**src/verilog/sas_pkg.sv**
```systemverilog
package sas_pkg;

   // ----------------------------------------------------------------
   // Register map (byte addresses, one word each)
   // ----------------------------------------------------------------
   localparam logic [3:0] MODE_OFS = 4'h0;
   localparam logic [3:0] CHAN_OFS = 4'h4;
   localparam logic [3:0] RESULT_OFS = 4'h8;
   localparam logic [3:0] STATUS_OFS = 4'hc;

   // ----------------------------------------------------------------
   // Field positions and reset values
   // ----------------------------------------------------------------
   localparam int ENABLE_BIT = 7;
   localparam int TSEL_LSB = 3;
   localparam int PEND_BIT = 0;
   localparam int BUSY_BIT = 1;
   localparam logic [7:0] MODE_RST = 8'h00;
   localparam logic [7:0] MODE_MASK = 8'hb8;
   localparam logic [1:0] CHAN_RST = 2'h0;

   // ----------------------------------------------------------------
   // Conversion timing in system clocks
   // ----------------------------------------------------------------
   localparam int RES_BITS = 10;
   localparam logic [9:0] MSB_TRIAL = 10'h200;
   localparam logic [7:0] STEP_CLKS = 8'h04;
   localparam logic [7:0] T000_CLKS = 8'h90;
   localparam logic [7:0] T001_CLKS = 8'h78;
   localparam logic [7:0] T010_CLKS = 8'h60;
   localparam logic [7:0] T100_CLKS = 8'h48;
   localparam logic [7:0] T101_CLKS = 8'h3c;
   localparam logic [7:0] T110_CLKS = 8'h30;
   localparam logic [7:0] CONV_CLKS = 8'h28;

   localparam logic [1:0] RESP_OKAY = 2'h0;
   localparam logic [1:0] RESP_SLVERR = 2'h2;

   typedef enum logic [1:0] {
      SAS_IDLE = 2'b00,
      SAS_SAMPLE = 2'b01,
      SAS_CONVERT = 2'b10
   } sas_state_t;

   // Drive toward the analog front end
   typedef struct packed {
      logic [1:0] chan;
      logic hold;
      logic [9:0] tap;
   } sas_ana_t;

endpackage
```
**src/verilog/sas_adc_seq.sv**
```systemverilog
`timescale 1ns/1ps
`default_nettype none

module sas_adc_seq (
   input wire logic aclk,
   input wire logic aresetn,
   input wire logic [3:0] s_axi_awaddr,
   input wire logic s_axi_awvalid,
   output logic s_axi_awready,
   input wire logic [31:0] s_axi_wdata,
   input wire logic [3:0] s_axi_wstrb,
   input wire logic s_axi_wvalid,
   output logic s_axi_wready,
   output logic [1:0] s_axi_bresp,
   output logic s_axi_bvalid,
   input wire logic s_axi_bready,
   input wire logic [3:0] s_axi_araddr,
   input wire logic s_axi_arvalid,
   output logic s_axi_arready,
   output logic [31:0] s_axi_rdata,
   output logic [1:0] s_axi_rresp,
   output logic s_axi_rvalid,
   input wire logic s_axi_rready,
   input wire logic standby,
   input wire logic comp_above,
   output sas_pkg::sas_ana_t ana_ctl_q,
   output logic conv_done_irq
);

   // ----------------------------------------------------------------
   // Helpers
   // ----------------------------------------------------------------
   // prohibited codes fall back to the slowest time, never faster
   function automatic logic [7:0] conv_clks(input logic [2:0] sel);
      case (sel)
         3'h0: conv_clks = sas_pkg::T000_CLKS;
         3'h1: conv_clks = sas_pkg::T001_CLKS;
         3'h2: conv_clks = sas_pkg::T010_CLKS;
         3'h4: conv_clks = sas_pkg::T100_CLKS;
         3'h5: conv_clks = sas_pkg::T101_CLKS;
         3'h6: conv_clks = sas_pkg::T110_CLKS;
         default: conv_clks = sas_pkg::T000_CLKS;
      endcase
   endfunction

   function automatic logic is_reg(input logic [3:0] addr, input logic [3:0] ofs);
      is_reg = (addr[3:2] == ofs[3:2]);
   endfunction

   // ----------------------------------------------------------------
   // AXI4-Lite write channel
   // ----------------------------------------------------------------
   logic aw_full_q, w_full_q, aw_full_d, w_full_d, wr_fire;
   logic awready_q, wready_q, bvalid_q;
   logic [1:0] bresp_q;
   logic [3:0] awaddr_q;
   logic [31:0] wdata_q;
   logic [3:0] wstrb_q;
   logic wr_mode, wr_chan, wr_any, wr_stat;

   assign wr_fire = aw_full_q & w_full_q & ~bvalid_q;
   assign aw_full_d = (aw_full_q | (s_axi_awvalid & awready_q)) & ~wr_fire;
   assign w_full_d = (w_full_q | (s_axi_wvalid & wready_q)) & ~wr_fire;
   assign wr_mode = wr_fire & wstrb_q[0] & is_reg(awaddr_q, sas_pkg::MODE_OFS);
   assign wr_chan = wr_fire & wstrb_q[0] & is_reg(awaddr_q, sas_pkg::CHAN_OFS);
   assign wr_stat = wr_fire & wstrb_q[0] & is_reg(awaddr_q, sas_pkg::STATUS_OFS);
   assign wr_any = wr_mode | wr_chan;

   always_ff @(posedge aclk) begin
      if (!aresetn) begin
         aw_full_q <= 1'b0;
         w_full_q <= 1'b0;
         awready_q <= 1'b0;
         wready_q <= 1'b0;
         bvalid_q <= 1'b0;
         bresp_q <= sas_pkg::RESP_OKAY;
         awaddr_q <= 4'h0;
         wdata_q <= 32'h0;
         wstrb_q <= 4'h0;
      end else begin
         aw_full_q <= aw_full_d;
         w_full_q <= w_full_d;
         awready_q <= ~aw_full_d;
         wready_q <= ~w_full_d;
         if (s_axi_awvalid && awready_q) begin
            awaddr_q <= s_axi_awaddr;
         end
         if (s_axi_wvalid && wready_q) begin
            wdata_q <= s_axi_wdata;
            wstrb_q <= s_axi_wstrb;
         end
         if (wr_fire) begin
            bvalid_q <= 1'b1;
            bresp_q <= is_reg(awaddr_q, sas_pkg::RESULT_OFS) ? sas_pkg::RESP_SLVERR
                                                              : sas_pkg::RESP_OKAY;
         end else if (s_axi_bready) begin
            bvalid_q <= 1'b0;
         end
      end
   end

   // ----------------------------------------------------------------
   // Control registers
   // ----------------------------------------------------------------
   logic [7:0] mode_q;
   logic [1:0] chan_q;
   logic [9:0] result_q;
   logic pend_q;
   logic done_evt;

   always_ff @(posedge aclk) begin
      if (!aresetn) begin
         mode_q <= sas_pkg::MODE_RST;
         chan_q <= sas_pkg::CHAN_RST;
      end else begin
         if (wr_mode) begin
            mode_q <= wdata_q[7:0] & sas_pkg::MODE_MASK;
         end
         if (wr_chan) begin
            chan_q <= wdata_q[1:0];
         end
      end
   end

   // only completion and software clear touch the flag; set wins
   always_ff @(posedge aclk) begin
      if (!aresetn) begin
         pend_q <= 1'b0;
      end else if (done_evt) begin
         pend_q <= 1'b1;
      end else if (wr_stat && wdata_q[sas_pkg::PEND_BIT]) begin
         pend_q <= 1'b0;
      end
   end

   // ----------------------------------------------------------------
   // Sequencer
   // ----------------------------------------------------------------
   sas_pkg::sas_state_t state_q;
   logic [7:0] cnt_q, sample_clks;
   logic [3:0] bit_q;
   logic [9:0] approx_q, approx_nx;
   logic hold_q, irq_q, en_after, step_end;

   assign sample_clks = conv_clks(mode_q[sas_pkg::TSEL_LSB +: 3]) - sas_pkg::CONV_CLKS;
   assign en_after = wr_mode ? wdata_q[sas_pkg::ENABLE_BIT] : mode_q[sas_pkg::ENABLE_BIT];
   assign step_end = (state_q == sas_pkg::SAS_CONVERT) && (cnt_q == sas_pkg::STEP_CLKS - 8'h01);
   // a colliding mode or channel write, or standby, suppresses the update
   assign done_evt = step_end && (bit_q == 4'h0) && !wr_any && !standby;

   // keep or drop the trial bit; set the next one
   always_comb begin
      approx_nx = approx_q;
      if (!comp_above) begin
         approx_nx[bit_q] = 1'b0;
      end
      if (bit_q != 4'h0) begin
         approx_nx[bit_q - 4'h1] = 1'b1;
      end
   end

   always_ff @(posedge aclk) begin
      if (!aresetn) begin
         state_q <= sas_pkg::SAS_IDLE;
         cnt_q <= 8'h00;
         bit_q <= 4'h0;
         approx_q <= 10'h000;
         hold_q <= 1'b0;
         irq_q <= 1'b0;
      end else begin
         irq_q <= done_evt;
         if (standby) begin
            state_q <= sas_pkg::SAS_IDLE;
            hold_q <= 1'b0;
            cnt_q <= 8'h00;
         end else if (wr_any) begin
            // abort and restart; halt when enable cleared
            state_q <= en_after ? sas_pkg::SAS_SAMPLE : sas_pkg::SAS_IDLE;
            hold_q <= 1'b0;
            cnt_q <= 8'h00;
         end else begin
            case (state_q)
               sas_pkg::SAS_IDLE: begin
                  // only the enable bit starts a conversion
                  if (mode_q[sas_pkg::ENABLE_BIT]) begin
                     state_q <= sas_pkg::SAS_SAMPLE;
                  end
                  cnt_q <= 8'h00;
               end
               sas_pkg::SAS_SAMPLE: begin
                  cnt_q <= cnt_q + 8'h01;
                  if (cnt_q == sample_clks - 8'h01) begin
                     // hold; first trial at half reference
                     state_q <= sas_pkg::SAS_CONVERT;
                     hold_q <= 1'b1;
                     approx_q <= sas_pkg::MSB_TRIAL;
                     bit_q <= 4'(sas_pkg::RES_BITS - 1);
                     cnt_q <= 8'h00;
                  end
               end
               sas_pkg::SAS_CONVERT: begin
                  cnt_q <= cnt_q + 8'h01;
                  if (step_end) begin
                     cnt_q <= 8'h00;
                     approx_q <= approx_nx;
                     bit_q <= bit_q - 4'h1;
                     if (bit_q == 4'h0) begin
                        state_q <= sas_pkg::SAS_SAMPLE;
                        hold_q <= 1'b0;
                        bit_q <= 4'h0;
                     end
                  end
               end
               default: state_q <= sas_pkg::SAS_IDLE;
            endcase
         end
      end
   end

   always_ff @(posedge aclk) begin
      if (done_evt) begin
         result_q <= approx_nx;
      end
   end

   // ----------------------------------------------------------------
   // AXI4-Lite read channel
   // ----------------------------------------------------------------
   logic arready_q, rvalid_q;
   logic [31:0] rdata_q;
   logic [1:0] rresp_q;

   // rdata samples result_q before this edge's update lands
   always_ff @(posedge aclk) begin
      if (!aresetn) begin
         arready_q <= 1'b0;
         rvalid_q <= 1'b0;
         rdata_q <= 32'h0;
         rresp_q <= sas_pkg::RESP_OKAY;
      end else if (s_axi_arvalid && arready_q) begin
         rvalid_q <= 1'b1;
         arready_q <= 1'b0;
         rresp_q <= sas_pkg::RESP_OKAY;
         rdata_q <= 32'h0;
         if (is_reg(s_axi_araddr, sas_pkg::MODE_OFS)) begin
            rdata_q <= {24'h0, mode_q};
         end else if (is_reg(s_axi_araddr, sas_pkg::CHAN_OFS)) begin
            rdata_q <= {30'h0, chan_q};
         end else if (is_reg(s_axi_araddr, sas_pkg::RESULT_OFS)) begin
            rdata_q <= {22'h0, result_q};
         end else begin
            rdata_q <= {30'h0, state_q != sas_pkg::SAS_IDLE, pend_q};
         end
      end else if (rvalid_q && s_axi_rready) begin
         rvalid_q <= 1'b0;
         arready_q <= 1'b1;
      end else if (!rvalid_q) begin
         arready_q <= 1'b1;
      end
   end

   assign s_axi_awready = awready_q;
   assign s_axi_wready = wready_q;
   assign s_axi_bvalid = bvalid_q;
   assign s_axi_bresp = bresp_q;
   assign s_axi_arready = arready_q;
   assign s_axi_rvalid = rvalid_q;
   assign s_axi_rdata = rdata_q;
   assign s_axi_rresp = rresp_q;
   assign conv_done_irq = irq_q;
   assign ana_ctl_q = '{chan: chan_q, hold: hold_q, tap: approx_q};
endmodule

`default_nettype wire

```
**config.mk**
```make
export PLATFORM = sky130hd
export DESIGN_NAME = sas_adc_seq
export DESIGN_NICKNAME = d
export VERILOG_FILES = /design/src/verilog/sas_pkg.sv /design/src/verilog/sas_adc_seq.sv
export SDC_FILE = /design/constraint.sdc
export NUM_CORES = 1
export LEC_CHECK = 0
export BUFFER_PORTS_ARGS = -buffer_cell sky130_fd_sc_hd__buf_4
export CAP_MARGIN = 20
export CORE_ASPECT_RATIO = 0.5
export CORE_UTILIZATION = 50
export DETAILED_ROUTE_END_ITERATION = 7
export GPL_TIMING_DRIVEN = 1
export HOLD_SLACK_MARGIN = 0.06
export PLACE_DENSITY_LB_ADDON = 0.25
export SLEW_MARGIN = 5
export SYNTH_ARGS = -nofsm -noshare
export SYNTH_HDL_FRONTEND = slang
export SYNTH_SLANG_ARGS = --single-unit
export TNS_END_PERCENT = 10
```
**constraint.sdc**
```tcl
create_clock -name aclk -period 3.9 [get_ports aclk]
set_input_delay 0.195 -clock aclk [delete_from_list [all_inputs] [get_ports aclk]]
set_output_delay 0.195 -clock aclk [all_outputs]
set_load 0.03 [all_outputs]
```
# Yosys cells after proc, flatten, opt, wreduce, memory -nomap -nowiden
# Cells that the tools add are included.
[word_totals]
register_bits = 97
latchBits = 0
ram_bits = 0
romBits = 0
input_bits = 53
output_inout_bits = 55
n_memories = 0
[op_classes]
add_sub_neg = 4
n_mul = 0
div_mod_pow = 0
n_lt_le_gt_ge = 4
eq_ne = 22
n_shift = 0
n_mux = 41
bitwise_logic = 23
n_reduce_logical = 30
[op_table]
columns = ["operator", "n"]
rows = [
  ["10-bit 2-to-1 mux", 7],
  ["8-bit one-hot mux with 5 select lines", 1],
  ["8-bit one-hot mux with 3 select lines", 1],
  ["10-bit one-hot mux with 2 select lines", 1],
  ["8-bit 2-to-1 mux", 2],
  ["1-bit 2-to-1 mux", 15],
  ["2-bit 2-to-1 mux", 6],
  ["4-bit 2-to-1 mux", 3],
  ["1-bit logical AND", 11],
  ["1-bit AND", 10],
  ["10-bit AND", 1],
  ["4-bit by 5-bit less-than comparator with 1-bit output, second input constant", 2],
  ["10-bit NOT", 1],
  ["10-bit bitwise OR", 1],
  ["2-bit nonzero test", 5],
  ["3-bit equality test, second input constant", 3],
  ["3-bit inequality test, second input constant", 3],
  ["8-bit by 1-bit adder with 8-bit output, second input constant", 1],
  ["1-bit demux with 4-bit select", 2],
  ["2-bit equality test, second input constant", 4],
  ["8-bit by 2-bit equality test with 1-bit output, second input constant", 1],
  ["8-bit equality test", 1],
  ["4-bit by 1-bit greater-or-equal comparator with 1-bit output, second input constant", 2],
  ["4-bit one-hot mux with 2 select lines", 1],
  ["22 further kinds", 39],
]

# Depth between registers and ports, before layout
# Gate-level depths: netlist of the first run.
[logic_depth]
ltp_word = 11
mapped_depth = 10
ltp_nobuf = 8

# Worst setup path before layout of the first run
# OpenSTA, ideal clock, no wires.
[synth_path]
kind = "register -> register"
start = "reg mode_q[4]"
end = "reg state_q[1]"
arrival_ns = 2.233
t_required_ns = 3.830
setup_slack_ns = 1.597
path_stages_with_launch = 9
period_less_slack_ns = 2.303
cell_sequence = "dfxtp_1 > buf_2 > and3b_1 > ha_1 > xor2_1 > nor4b_4 > a31oi_4 > or4b_1 > a21oi_1"
[synth_between]
elab_chain_cells = 7
[synth_rtl]
columns = ["element", "line", "text"]
rows = [
  ["start: declaration", "sas_adc_seq.sv:105", "logic [7:0] mode_q;"],
  ["start signal: assignment", "sas_adc_seq.sv:113", "mode_q <= sas_pkg::MODE_RST;"],
  ["start signal: assignment", "sas_adc_seq.sv:117", "mode_q <= wdata_q[7:0] & sas_pkg::MODE_MASK;"],
  ["3-bit equality test, or another cell as far along", "sas_adc_seq.sv:35", "case (sel)"],
  ["8-bit one-hot mux with 5 select lines (*)", "sas_adc_seq.sv:35", ""],
  ["8-bit by 6-bit subtractor with 8-bit output (*)", "sas_adc_seq.sv:145", "assign sample_clks = conv_clks(mode_q[sas_pkg::TSEL_LSB +: 3]) - sas_pkg::CONV_CLKS;"],
  ["8-bit by 1-bit subtractor with 8-bit output (*)", "sas_adc_seq.sv:192", "if (cnt_q == sample_clks - 8'h01) begin"],
  ["8-bit equality test (*)", "sas_adc_seq.sv:192", ""],
  ["3-bit inequality test (no line) (*)", "-", ""],
  ["4-bit AND reduction (no line) (*)", "-", ""],
  ["end signal: assignment", "sas_adc_seq.sv:186", "state_q <= sas_pkg::SAS_SAMPLE;"],
  ["end signal: assignment", "sas_adc_seq.sv:194", "state_q <= sas_pkg::SAS_CONVERT;"],
  ["end signal: assignment", "sas_adc_seq.sv:208", "state_q <= sas_pkg::SAS_SAMPLE;"],
  ["end: declaration", "sas_adc_seq.sv:139", "sas_pkg::sas_state_t state_q;"],
]
# Every way passes the cells marked *; elsewhere a longest branch is shown, timed or not.
# A chain may end at the register's enable or synchronous reset.

# Worst setup path in the final report of the first run
[layout_path]
start = "reg mode_q[4]"
end = "reg approx_q[5]"
[layout_between]
elab_chain_cells = 7
[layout_rtl]
columns = ["element", "line", "text"]
rows = [
  ["3-bit equality test, or another cell as far along", "sas_adc_seq.sv:35", ""],
  ["8-bit one-hot mux with 5 select lines (*)", "sas_adc_seq.sv:35", ""],
  ["8-bit by 6-bit subtractor with 8-bit output (*)", "sas_adc_seq.sv:145", ""],
  ["8-bit by 1-bit subtractor with 8-bit output (*)", "sas_adc_seq.sv:192", ""],
  ["8-bit equality test (*)", "sas_adc_seq.sv:192", ""],
  ["2-bit inequality test (no line) (*)", "-", ""],
  ["5-bit AND reduction (no line) (*)", "-", ""],
  ["end signal: assignment", "sas_adc_seq.sv:196", "approx_q <= sas_pkg::MSB_TRIAL;"],
  ["end signal: assignment", "sas_adc_seq.sv:205", "approx_q <= approx_nx;"],
  ["end: declaration", "sas_adc_seq.sv:142", "logic [9:0] approx_q, approx_nx;"],
]
# Marks and branches as above.

==> metrics.md, run 1 <==
| Metric | Value |
|---|---|
| Final Max Slew Viols | 0 |
| Die width | around 120 µm |
| CP Class | reg2reg |
| Yosys cell types | just over 60 |
| Final nets | approximately 490 |
| Setup-failing EPs final | 0 |
| Setup Buffers After CTS | 0 |
| Worst-path maximum fanout | 19 |
| Arrival @ worst endpoint | 3.12 ns |
| Routed vias/inst | 5.47 |
| EDFF count, synth | 10 |
| Cts repair resizes | 0 |
| H-tree Lvls | 3 |
| Later-pin clock latency in the skew report | about 0.34 ns |
| Final hold vios | 0 |
| Worst min path class | in2reg |
| Synth Instances | ~400 |
| Num Clock Sinks | 70 |
| Largest net degree at the start of global routing | 50 |
| Total track usage | about 22% |
| Lkg Pwr | approximately 1.7 nW |
| Fin util | 61.6% |
| Initial antenna violation count | 0 |
| Post-Route WL | between 7000 and 8000 µm |
| Core area | around 7000 µm² |
| Crit path capture type | flip-flop |
| Wire per inst | roughly 15 µm |
| Max-Cap Viols | 0 |
| CTS tree | yes |
| Clock buffer count from CTS | 9 |
| Detailed placement HPWL | 5570 µm |
| Global route overflow | 0 |
| Tcrit/Tclk final | ~73% |
| Max clock buf depth | 2 |
| Top post-synthesis cells by area | dfxtp_1 33%, edfxtp_1 8.3%, buf_4 5.4% |
| DRT antenna net count | 0 |
| Top cells by count, synth | 60 x dfxtp_1, 36 x nand2_1, 26 x buf_4, 26 x nor2_1, 20 x nor2b_1 |
| First-pass GRT wire length | ~13,000 µm |
| Synth async-reset ratio | 0% |
| Critical Path RT | about 4.2 ns |
| Seq/Total Area, Yosys | 41.4% |
| Area of the die | 7620 µm² |
| Crit path launch | mode_q[4]$_SDFFE_PN0P_ |
| Max Freq | approximately 350 MHz |
| First-pass iteration count of the detailed router | 4 |
| Die Height | 62.2 µm |
| Yosys top cell by area | dfxtp_1 |
| RSZ-0062 raised after global routing | no |
| Pwr/cell area | just over 400 nW/µm² |
| Initial Util | a little over half |
| Min Tclk post-route | 2.85 ns |
| Port Buf Inserts | 49 |
| Routability Congestion | 0.887 |
| #FFs+latches synth | 70 |
| Worst clock skew | 0.00738 ns |
| Root buf cell | clkbuf_16 |
| Total number of vias | a little under 3k |
| I/O pins | between 100 and 150 |
| Iter 0 DRT Violations | ~160 |
| Post-synth top area share | approximately 33% |
| Syn Area/Cell | around 9.2 µm² |
| Slew headroom | between 40% and 50% |
| Worst flop-to-flop path startpoint | mode_q[4]$_SDFFE_PN0P_ |
| Layout cells sized above 1 | a little over a fifth |
| Post-Syn Area | between 3000 and 4000 µm² |
| Row Count | 21 |
| Ant diodes | 0 |
| Worst slew pin tran | between 0.7 and 0.8 ns |
| Most common cell in the netlist | dfxtp_1 |
| Hold slack | 0.126 ns |
| Nature of the critical path startpoint | flip-flop |
| Drt drc | 0 |
| Ys Warns | 0 |
| Clk slew on worst S/H paths | roughly 0.06 ns |
| Area Overhead vs Synth | 16.1% |
| Final TNS setup | 0 ns |
| Min-delay src | s_axi_bready |
| Status | finished clean |
| Total power | ~0.0017 W |
| Worst IR Drop VDD | between 0.2 and 0.3 mV |
| Vias in the first global route | approximately 2.6k |
| Primary FF master, synth | dfxtp_1 |
| # hold bufs at CTS | 0 |
power breakdown:
part / internal [W] / switching, W
clock: 0.000528 / 0.000307
sequential: 0.000743 / 0.0000152
combinational: 0.0000415 / 0.0000807
area by class of cell:
type	instances	area, µm²
Tap cell	92	115
Sequential cell	70	1500
Fill cell	573	2620
Multi-Input combinational cell	289	1870
Clock buffer	11	253
Clock inverter	5	57.6
Inverter	12	45.0
Timing Repair Buffer	49	368
per-layer routing:
metal,routed length (µm),part of all wire (%),global-route usage (%)
met3,531,6.8,8.00
met4,140,1.8,7.62
met5,0,0,0
met2,3410,44,33.2
met1,3670,47,27.8
cell families (layout without fill, tap and decap cells):
group | after synthesis | count (layout) | synth area share [%]
AO/OA/AOI/OAI | 95 | 95 | 19.6
flip-flops | 70 | 70 | 41.4
buffers and inverters | 60 | 77 | 9.52
XOR/XNOR | 6 | 6 | 1.45
multiplexers | 12 | 12 | 3.49
adder cells (fa/ha/maj) | 8 | 8 | 2.76
other | 1 | 25 | 0.103
AND/OR/NAND/NOR | 143 | 143 | 21.7
final timing paths:
kind / cells after the start / to / slack [ns]
min reg2reg: 2 / cnt_q[7]$_SDFFE_PP0P_ / 0.47
min: 3 / s_axi_bvalid$_SDFFE_PN0P_ / 0.13
max reg2reg: 7 / approx_q[5]$_SDFFE_PN0P_ / 1.05
max: 7 / approx_q[5]$_SDFFE_PN0P_ / 1.05
per-stage QoR:
stage	cells	cell area (µm²)	worst slack (ns)
final	528	4210	1.05
after global routing	528	4210	0.911
after CTS	528	4210	1.08
after detailed placement	512	3900	1.09
after global placement	512	3900	1.13
after floorplan	419	3720	1.60
sequential cells by signal, summed over array words and instances, names as in the netlist, 2 cells and up:
register	flops
mode_q	4
approx_q	10
state_q	2
cnt_q	8
chan_q	2
awaddr_q	2
s_axi_rdata	10
wdata_q	6
bit_q	4
result_q	10
placed cells by master (no fill, tap or decap), types with 7 or more instances in the layout:
| master | count |
|---|---|
| a32o_2 | 9 |
| edfxtp_1 | 10 |
| o21ai_0 | 12 |
| nor2_1 | 26 |
| nor2b_1 | 20 |
| buf_4 | 49 |
| ha_1 | 8 |
| nand2_1 | 36 |
| nand2b_1 | 7 |
| a22oi_1 | 10 |
| a21oi_1 | 18 |
| nand3_1 | 17 |
| mux2i_1 | 7 |
| o211ai_1 | 7 |
| inv_1 | 11 |
| dfxtp_1 | 60 |
| clkbuf_16 | 9 |
| a21boi_0 | 13 |
| conb_1 | 25 |
critical path, cell delays in order, from the launching register on:
cell and delay, ns:
dfxtp_1 0.53, and3b_1 0.24, ha_1 0.30, xor2_1 0.17, nor4b_4 0.42, a31oi_4 0.28, nor3_2 0.62, a32o_2 0.22
No activity file was read; power rests on OpenSTA's default activity.
==> run 2, diff against run 1 <==
--- a/config.mk
+++ b/config.mk
@@ -8,7 +8,7 @@
 export BUFFER_PORTS_ARGS = -buffer_cell sky130_fd_sc_hd__buf_4
 export CAP_MARGIN = 20
 export CORE_ASPECT_RATIO = 0.5
-export CORE_UTILIZATION = 50
+export CORE_UTILIZATION = 47
 export DETAILED_ROUTE_END_ITERATION = 7
 export GPL_TIMING_DRIVEN = 1
 export HOLD_SLACK_MARGIN = 0.06
==> constraint.sdc (replaced) <==
create_clock -name aclk -period 2.3 [get_ports aclk]
set_input_delay 0.115 -clock aclk [delete_from_list [all_inputs] [get_ports aclk]]
set_output_delay 0.115 -clock aclk [all_outputs]
set_load 0.03 [all_outputs]
==> metrics.md, run 2 (synthesis gave the netlist of run 1 again) <==
| Metric | Value |
|---|---|
| Most common cell after layout, fill and taps aside | buf_4 |
| Switch Pwr | 0.000655 W |
| DRT antenna net count | 0 |
| CP Class | reg2reg |
| Worst flop-to-flop path startpoint | mode_q[4]$_SDFFE_PN0P_ |
| Crit path capture type | flip-flop |
| First-pass GRT wire length | 13,300 µm |
| M2 GR Usage | approximately a third |
| Arrival @ worst endpoint | roughly 2.6 ns |
| Final nets | 515 |
| Initial Util | slightly below 50% |
| I/O pins | 108 |
| Slew headroom | around 67% |
| Final std cells w/o fill | about 560 |
| Failing checks | setup timing |
| Max-Cap Viols | 0 |
| Worst slew pin tran | just under 0.5 ns |
| Clock share of power | around 45% |
| Area of the die | between 8000 and 9000 µm² |
| Global route overflow | 0 |
| Port Buf Inserts | slightly below 50 |
| Hold slack | ~0.066 ns |
| Post-Route WL | slightly below 8000 µm |
| Later-pin clock latency in the skew report | 0.33 ns |
| Die width | between 100 and 150 µm |
| Total number of vias | just under 3k |
| Max Freq | ~430 MHz |
| Status | finished with violations |
| Row Count | 22 |
| Hold path cells | 3 |
| Tcrit/Tclk final | 101% |
| Area Overhead vs Synth | 21.2% |
| Detailed placement HPWL | roughly 5500 µm |
| Area of all placed cells without fillers | roughly 4400 µm² |
| Worst clock skew | between 0.007 and 0.008 ns |
| Most used cell along the critical path | buf_4 |
| Drt drc | 0 |
| Worst min path class | in2reg |
| Placed cells | between 500 and 600 |
| Combinational share of power | 7.9% |
| Top Usage Layer GRT | met2 |
| Max clock buf depth | 2 |
| Routed vias/inst | about 5.3 |
| Net switching fraction of the power | between 20 and 25% |
| Root buf cell | clkbuf_16 |
| First-pass iteration count of the detailed router | 4 |
| PnR worst setup slack | -0.0138 ns |
| Setup-failing EPs final | 11 |
| Largest net degree at the start of global routing | 50 |
| Num Clock Sinks | 70 |
| Nature of the critical path startpoint | flip-flop |
| Min-delay src | s_axi_awaddr[3] |
| Vias in the first global route | about 2.6k |
| Layout cells sized above 1 | 25.9% |
| Core area | ~7400 µm² |
| RSZ-0062 raised after global routing | yes |
| FF-to-FF path depth | 9 |
| Placed cell area | 4040 µm² |
| Commonest cells after routing, fill and taps aside | 68 x buf_4, 57 x dfxtp_1, 36 x nand2_1 |
| Ant diodes | 0 |
| Die Height | roughly 64 µm |
| Critical path, cell by cell | buf_4 -> nor2_4 -> ha_4 -> xor2_2 -> nor4b_4 -> buf_4 -> a31oi_4 -> or4b_1 -> a21oi_1 |
| H-tree Lvls | 3 |
| R2R Path End | state_q[1]$_SDFFE_PP0P_ |
| Critical Path RT | 2.56 ns |
| Worst IR Drop VDD | 0.451 mV |
| Max incr delay on CP | slightly above 0.5 ns |
| Final hold vios | 0 |
| Final Max Slew Viols | 0 |
| Critical-path top delay cell | or4b_1 |
| Met1 track demand over resource | approximately 30% |
| Total power | 0.00272 W |
| Initial antenna violation count | 0 |
| Pint | 0.00206 W |
| Iter 0 DRT Violations | about 160 |
| Total track usage | roughly a fifth |
| Pwr/cell area | just over 600 nW/µm² |
| Min Tclk post-route | 2.31 ns |
| Worst Hold Endpoint | awaddr_q[3]$_SDFFE_PN0P_ |
| Worst-path maximum fanout | 10 |
| Lkg Pwr | roughly 1.8 nW |
| Wire per inst | ~14 µm |
| Routability Congestion | approximately 0.84 |
| Clk slew on worst S/H paths | approximately 0.06 ns |
| GRT met3 Usage | 4.94% |
| R2r setup slk | -0.01 ns |
| Clock buffer count from CTS | 9 |
| CTS tree | yes |
| Sequential share of power | 47.3% |
run 2: cell types whose count changed in the layout (fill, tap and decap cells not counted), sizes merged:
cell and change:
buf +20, bufinv -1, a21o +1, dlygate4sd3 +2
clkinvlp -1, clkinv +1, clkbuf +1
run 2: timing repair:
| item | CTS | global route |
|---|---|---|
| hold endpoints to repair | 2 | 0 |
| setup endpoints to repair | 4 | 19 |
| gates cloned | 1 | 0 |
| buffers inserted | 2 | 0 |
| hold buffers | 2 | 0 |
| pin swaps | 4 | 1 |
| gates resized for setup | 9 | 4 |
run 2: stage by stage:
stage | setup slack [ns] | utilization, % | setup TNS, ns
final | -0.0138 | 59.4 | -0.0896
after global routing | -0.111 | 59.4 | -1.27
after CTS | 0.00351 | 59.2 | 0
after detailed placement | -0.0570 | 54.5 | -0.102
after global placement | -0.0231 | 54.5 | -0.0376
after floorplan | 0.0243 | - | 0
run 2: power groups by stage:
| stage | clock network [W] | registers [W] | logic [W] |
|---|---|---|---|
| 6_report | 0.00122 | 0.00128 | 0.000213 |
| 5_1_grt | 0.00130 | 0.00129 | 0.000231 |
| 4_1_cts | 0.00125 | 0.00128 | 0.000214 |
| 3_5_place_dp | 0 | 0.00131 | 0.000210 |
| 3_3_place_gp | 0 | 0.00131 | 0.000208 |
| 2_1_floorplan | 0 | 0.00132 | 0.000167 |
run 2: worst max path at each step:
stage	slack [ns]	endpoint	depth (start not counted)	from
2_1_floorplan	0.02	approx_q[3]$_SDFFE_PN0P_	9	mode_q[4]$_SDFFE_PN0P_
3_3_place_gp	-0.02	state_q[1]$_SDFFE_PP0P_	7	mode_q[4]$_SDFFE_PN0P_
3_5_place_dp	-0.06	state_q[1]$_SDFFE_PP0P_	7	mode_q[4]$_SDFFE_PN0P_
4_1_cts	0.004	bit_q[2]$_SDFFE_PN0P_	9	mode_q[4]$_SDFFE_PN0P_
5_1_grt	-0.11	approx_q[4]$_SDFFE_PN0P_	8	mode_q[3]$_SDFFE_PN0P_
6_report	-0.01	state_q[1]$_SDFFE_PP0P_	9	mode_q[4]$_SDFFE_PN0P_
run 2: final cells by class:
type                    count  area, µm²
well taps                  96        120
inverters                  12       45.0
clock inverters             4       25.0
multi-input cells         290       1920
flip-flops and latches     70       1510
fillers                   665       3010
repair buffers             71        542
clock buffers              12        236
run 2: worst max-delay path, delay by kind of cell (launching register included):
family	cells	cell delay (ns)
AOI/OAI and AO/OA	2	0.29
adders and majority gates	1	0.22
buffers and inverters	2	0.31
and+or+nand+nor	3	0.96
xor gates and xnor gates	1	0.16
DFF	1	0.32
run 2: metal layers:
| layer | wire, µm | share of wire, % | vias to the layer above |
|---|---|---|---|
| li1 | - | - | 1484 |
| met5 | 0 | 0 | - |
| met2 | 3340 | 43 | 69 |
| met1 | 4110 | 53 | 1379 |
| met3 | 267 | 3.4 | 9 |
| met4 | 82 | 1.1 | 0 |
==> run 3, diff against run 2 <==
==> constraint.sdc (replaced) <==
create_clock -name aclk -period 2.3 [get_ports aclk]
set_input_delay 0.46 -clock aclk [delete_from_list [all_inputs] [get_ports aclk]]
set_output_delay 0.46 -clock aclk [all_outputs]
set_load 0.03 [all_outputs]
==> metrics.md, run 3 (synthesis gave the netlist of run 1 again) <==
| Metric | Value |
|---|---|
| Clk slew on worst S/H paths | about 0.060 ns |
| Port Buf Inserts | just under 50 |
| Wire per inst | 14.2 µm |
| Ant diodes | 0 |
| Commonest cells after routing, fill and taps aside | 74 x buf_4, 57 x dfxtp_1, 36 x nand2_1 |
| Clock buffer count from CTS | 9 |
| Tcrit/Tclk final | 102% |
| Die width | approximately 130 µm |
| Placed cell area | 4080 µm² |
| Worst-path maximum fanout | 8 |
| # hold bufs at CTS | 0 |
| Arrival @ worst endpoint | between 2 and 3 ns |
| Min Tclk post-route | 2.35 ns |
| Nature of the critical path startpoint | flip-flop |
| Final nets | 517 |
| Max-Cap Viols | 0 |
| Worst flop-to-flop path startpoint | mode_q[3]$_SDFFE_PN0P_ |
| Most common cell after layout, fill and taps aside | buf_4 |
| Initial Util | between 40 and 50% |
| Slew headroom | 64.5% |
| Max clock buf depth | 2 |
| Lkg Pwr | 1.78 nW |
| CP Class | reg2reg |
| Post-Route WL | 7890 µm |
| RSZ-0062 raised after global routing | yes |
| Row Count | 22 |
| H-tree Lvls | 3 |
| First-pass iteration count of the detailed router | 4 |
| Vias in the first global route | around 2.7k |
| Final hold vios | 0 |
| CTS tree | yes |
| Routed vias/inst | between 5 and 6 |
| Worst min path class | in2reg |
| Area Overhead vs Synth | 21.4% |
| Worst clock skew | between 0.004 and 0.005 ns |
| Drt drc | 0 |
| Final Max Slew Viols | 0 |
| Setup-failing EPs final | 11 |
| Max Freq | 425 MHz |
| Max incr delay on CP | between 0.5 and 0.6 ns |
| Worst slew pin tran | between 0.5 and 0.6 ns |
| Later-pin clock latency in the skew report | around 0.34 ns |
| Status | finished with violations |
| Initial antenna violation count | 0 |
| PnR worst setup slack | -0.0546 ns |
| Crit path launch | mode_q[3]$_SDFFE_PN0P_ |
| DRT antenna net count | 0 |
| Root buf cell | clkbuf_16 |
| Failing checks | setup timing |
| Total number of vias | roughly 2.9k |
| First-pass GRT wire length | approximately 13,000 µm |
| Min-delay src | s_axi_wdata[0] |
| I/O pins | between 100 and 150 |
| Global route overflow | 0 |
| Crit path capture type | flip-flop |
| Area of all placed cells without fillers | approximately 4400 µm² |
| Total track usage | a little over a fifth |
| Layout cells sized above 1 | about a quarter |
| Area of the die | around 8100 µm² |
| Pwr/cell area | around 630 nW/µm² |
| Die Height | roughly 64 µm |
| Detailed placement HPWL | between 5000 and 6000 µm |
| Routability Congestion | around 0.84 |
| Critical-path top delay cell | or4b_1 |
| R2r setup slk | -0.05 ns |
| Largest net degree at the start of global routing | 49 |
| Core area | roughly 7400 µm² |
| Final TNS setup | -0.489 ns |
| Critical Path RT | 2.57 ns |
| Num Clock Sinks | 70 |
| Pre-CTS WS | -0.0534 ns |
| Critical path, cell by cell | and3b_1 -> ha_1 -> xor2_1 -> nor4b_4 -> a31oi_4 -> or4b_1 -> a21oi_2 |
| Iter 0 DRT Violations | 177 |
| Worst IR Drop VDD | between 0.3 and 0.4 mV |
## run 3: changes by cell type in the layout (fill, tap and decap cells not counted), sizes merged
| cell | previous run | this run |
|---|---|---|
| clkbuf | 12 | 9 |
| clkinvlp | 2 | 3 |
| a21o | 2 | 1 |
| buf | 69 | 74 |
| inv | 11 | 13 |
| dlygate4sd3 | 2 | 0 |
## run 3: where the power goes
group	internal [W]	switching [W]
clock	0.000730	0.000543
combinational	0.0000746	0.000139
sequential	0.00126	0.0000255
## run 3: path summary, 6_finish.rpt
kind                                                 to  depth (start not counted)
worst min register to register  wdata_q[3]$_SDFFE_PN0P_                          2
worst min-delay path            wdata_q[0]$_SDFFE_PN0P_                          3
worst max register to register  state_q[1]$_SDFFE_PP0P_                          7
worst max-delay path            state_q[1]$_SDFFE_PP0P_                          7
## run 3: layer usage
layer / share of wire (%) / global-route usage, %
met1: 52 / 29.1
met2: 42 / 31.6
met3: 5.1 / 8.12
met4: 0.75 / 4.97
met5: 0 / 0
## run 3: cell type report
class	count	area (µm²)
fillers	651	3000
multi-input cells	289	1900
flip-flops and latches	70	1510
repair buffers	74	556
clock buffers	9	225
well taps	96	120
clock inverters	7	48.8
inverters	12	45.0
## run 3: worst max-delay path: cells and delay by family, from the launching register on
family,cells,cell delay (ns)
AND/OR/NAND/NOR,3,1.16
flip-flops,1,0.33
AO/OA/AOI/OAI,2,0.33
adder cells (fa/ha/maj),1,0.30
XOR/XNOR,1,0.17
## run 3: repair_timing
action                     CTS  global route
pin swaps                    3             3
setup buffers                0             2
setup endpoints to repair    7            24
gates resized for setup      2             7
## run 3: per-stage QoR
| stage | hold slack [ns] | power [W] | std cells | utilization, % |
|---|---|---|---|---|
| global route | 0.391 | 0.00289 | 557 | 59.5 |
| finish | 0.401 | 0.00277 | 557 | 59.5 |
| CTS | 0.388 | 0.00280 | 555 | 58.9 |
| floorplan | 0.439 | 0.00149 | 419 | - |
| global placement | 0.456 | 0.00152 | 539 | 55.1 |
| detailed placement | 0.462 | 0.00152 | 539 | 55.1 |
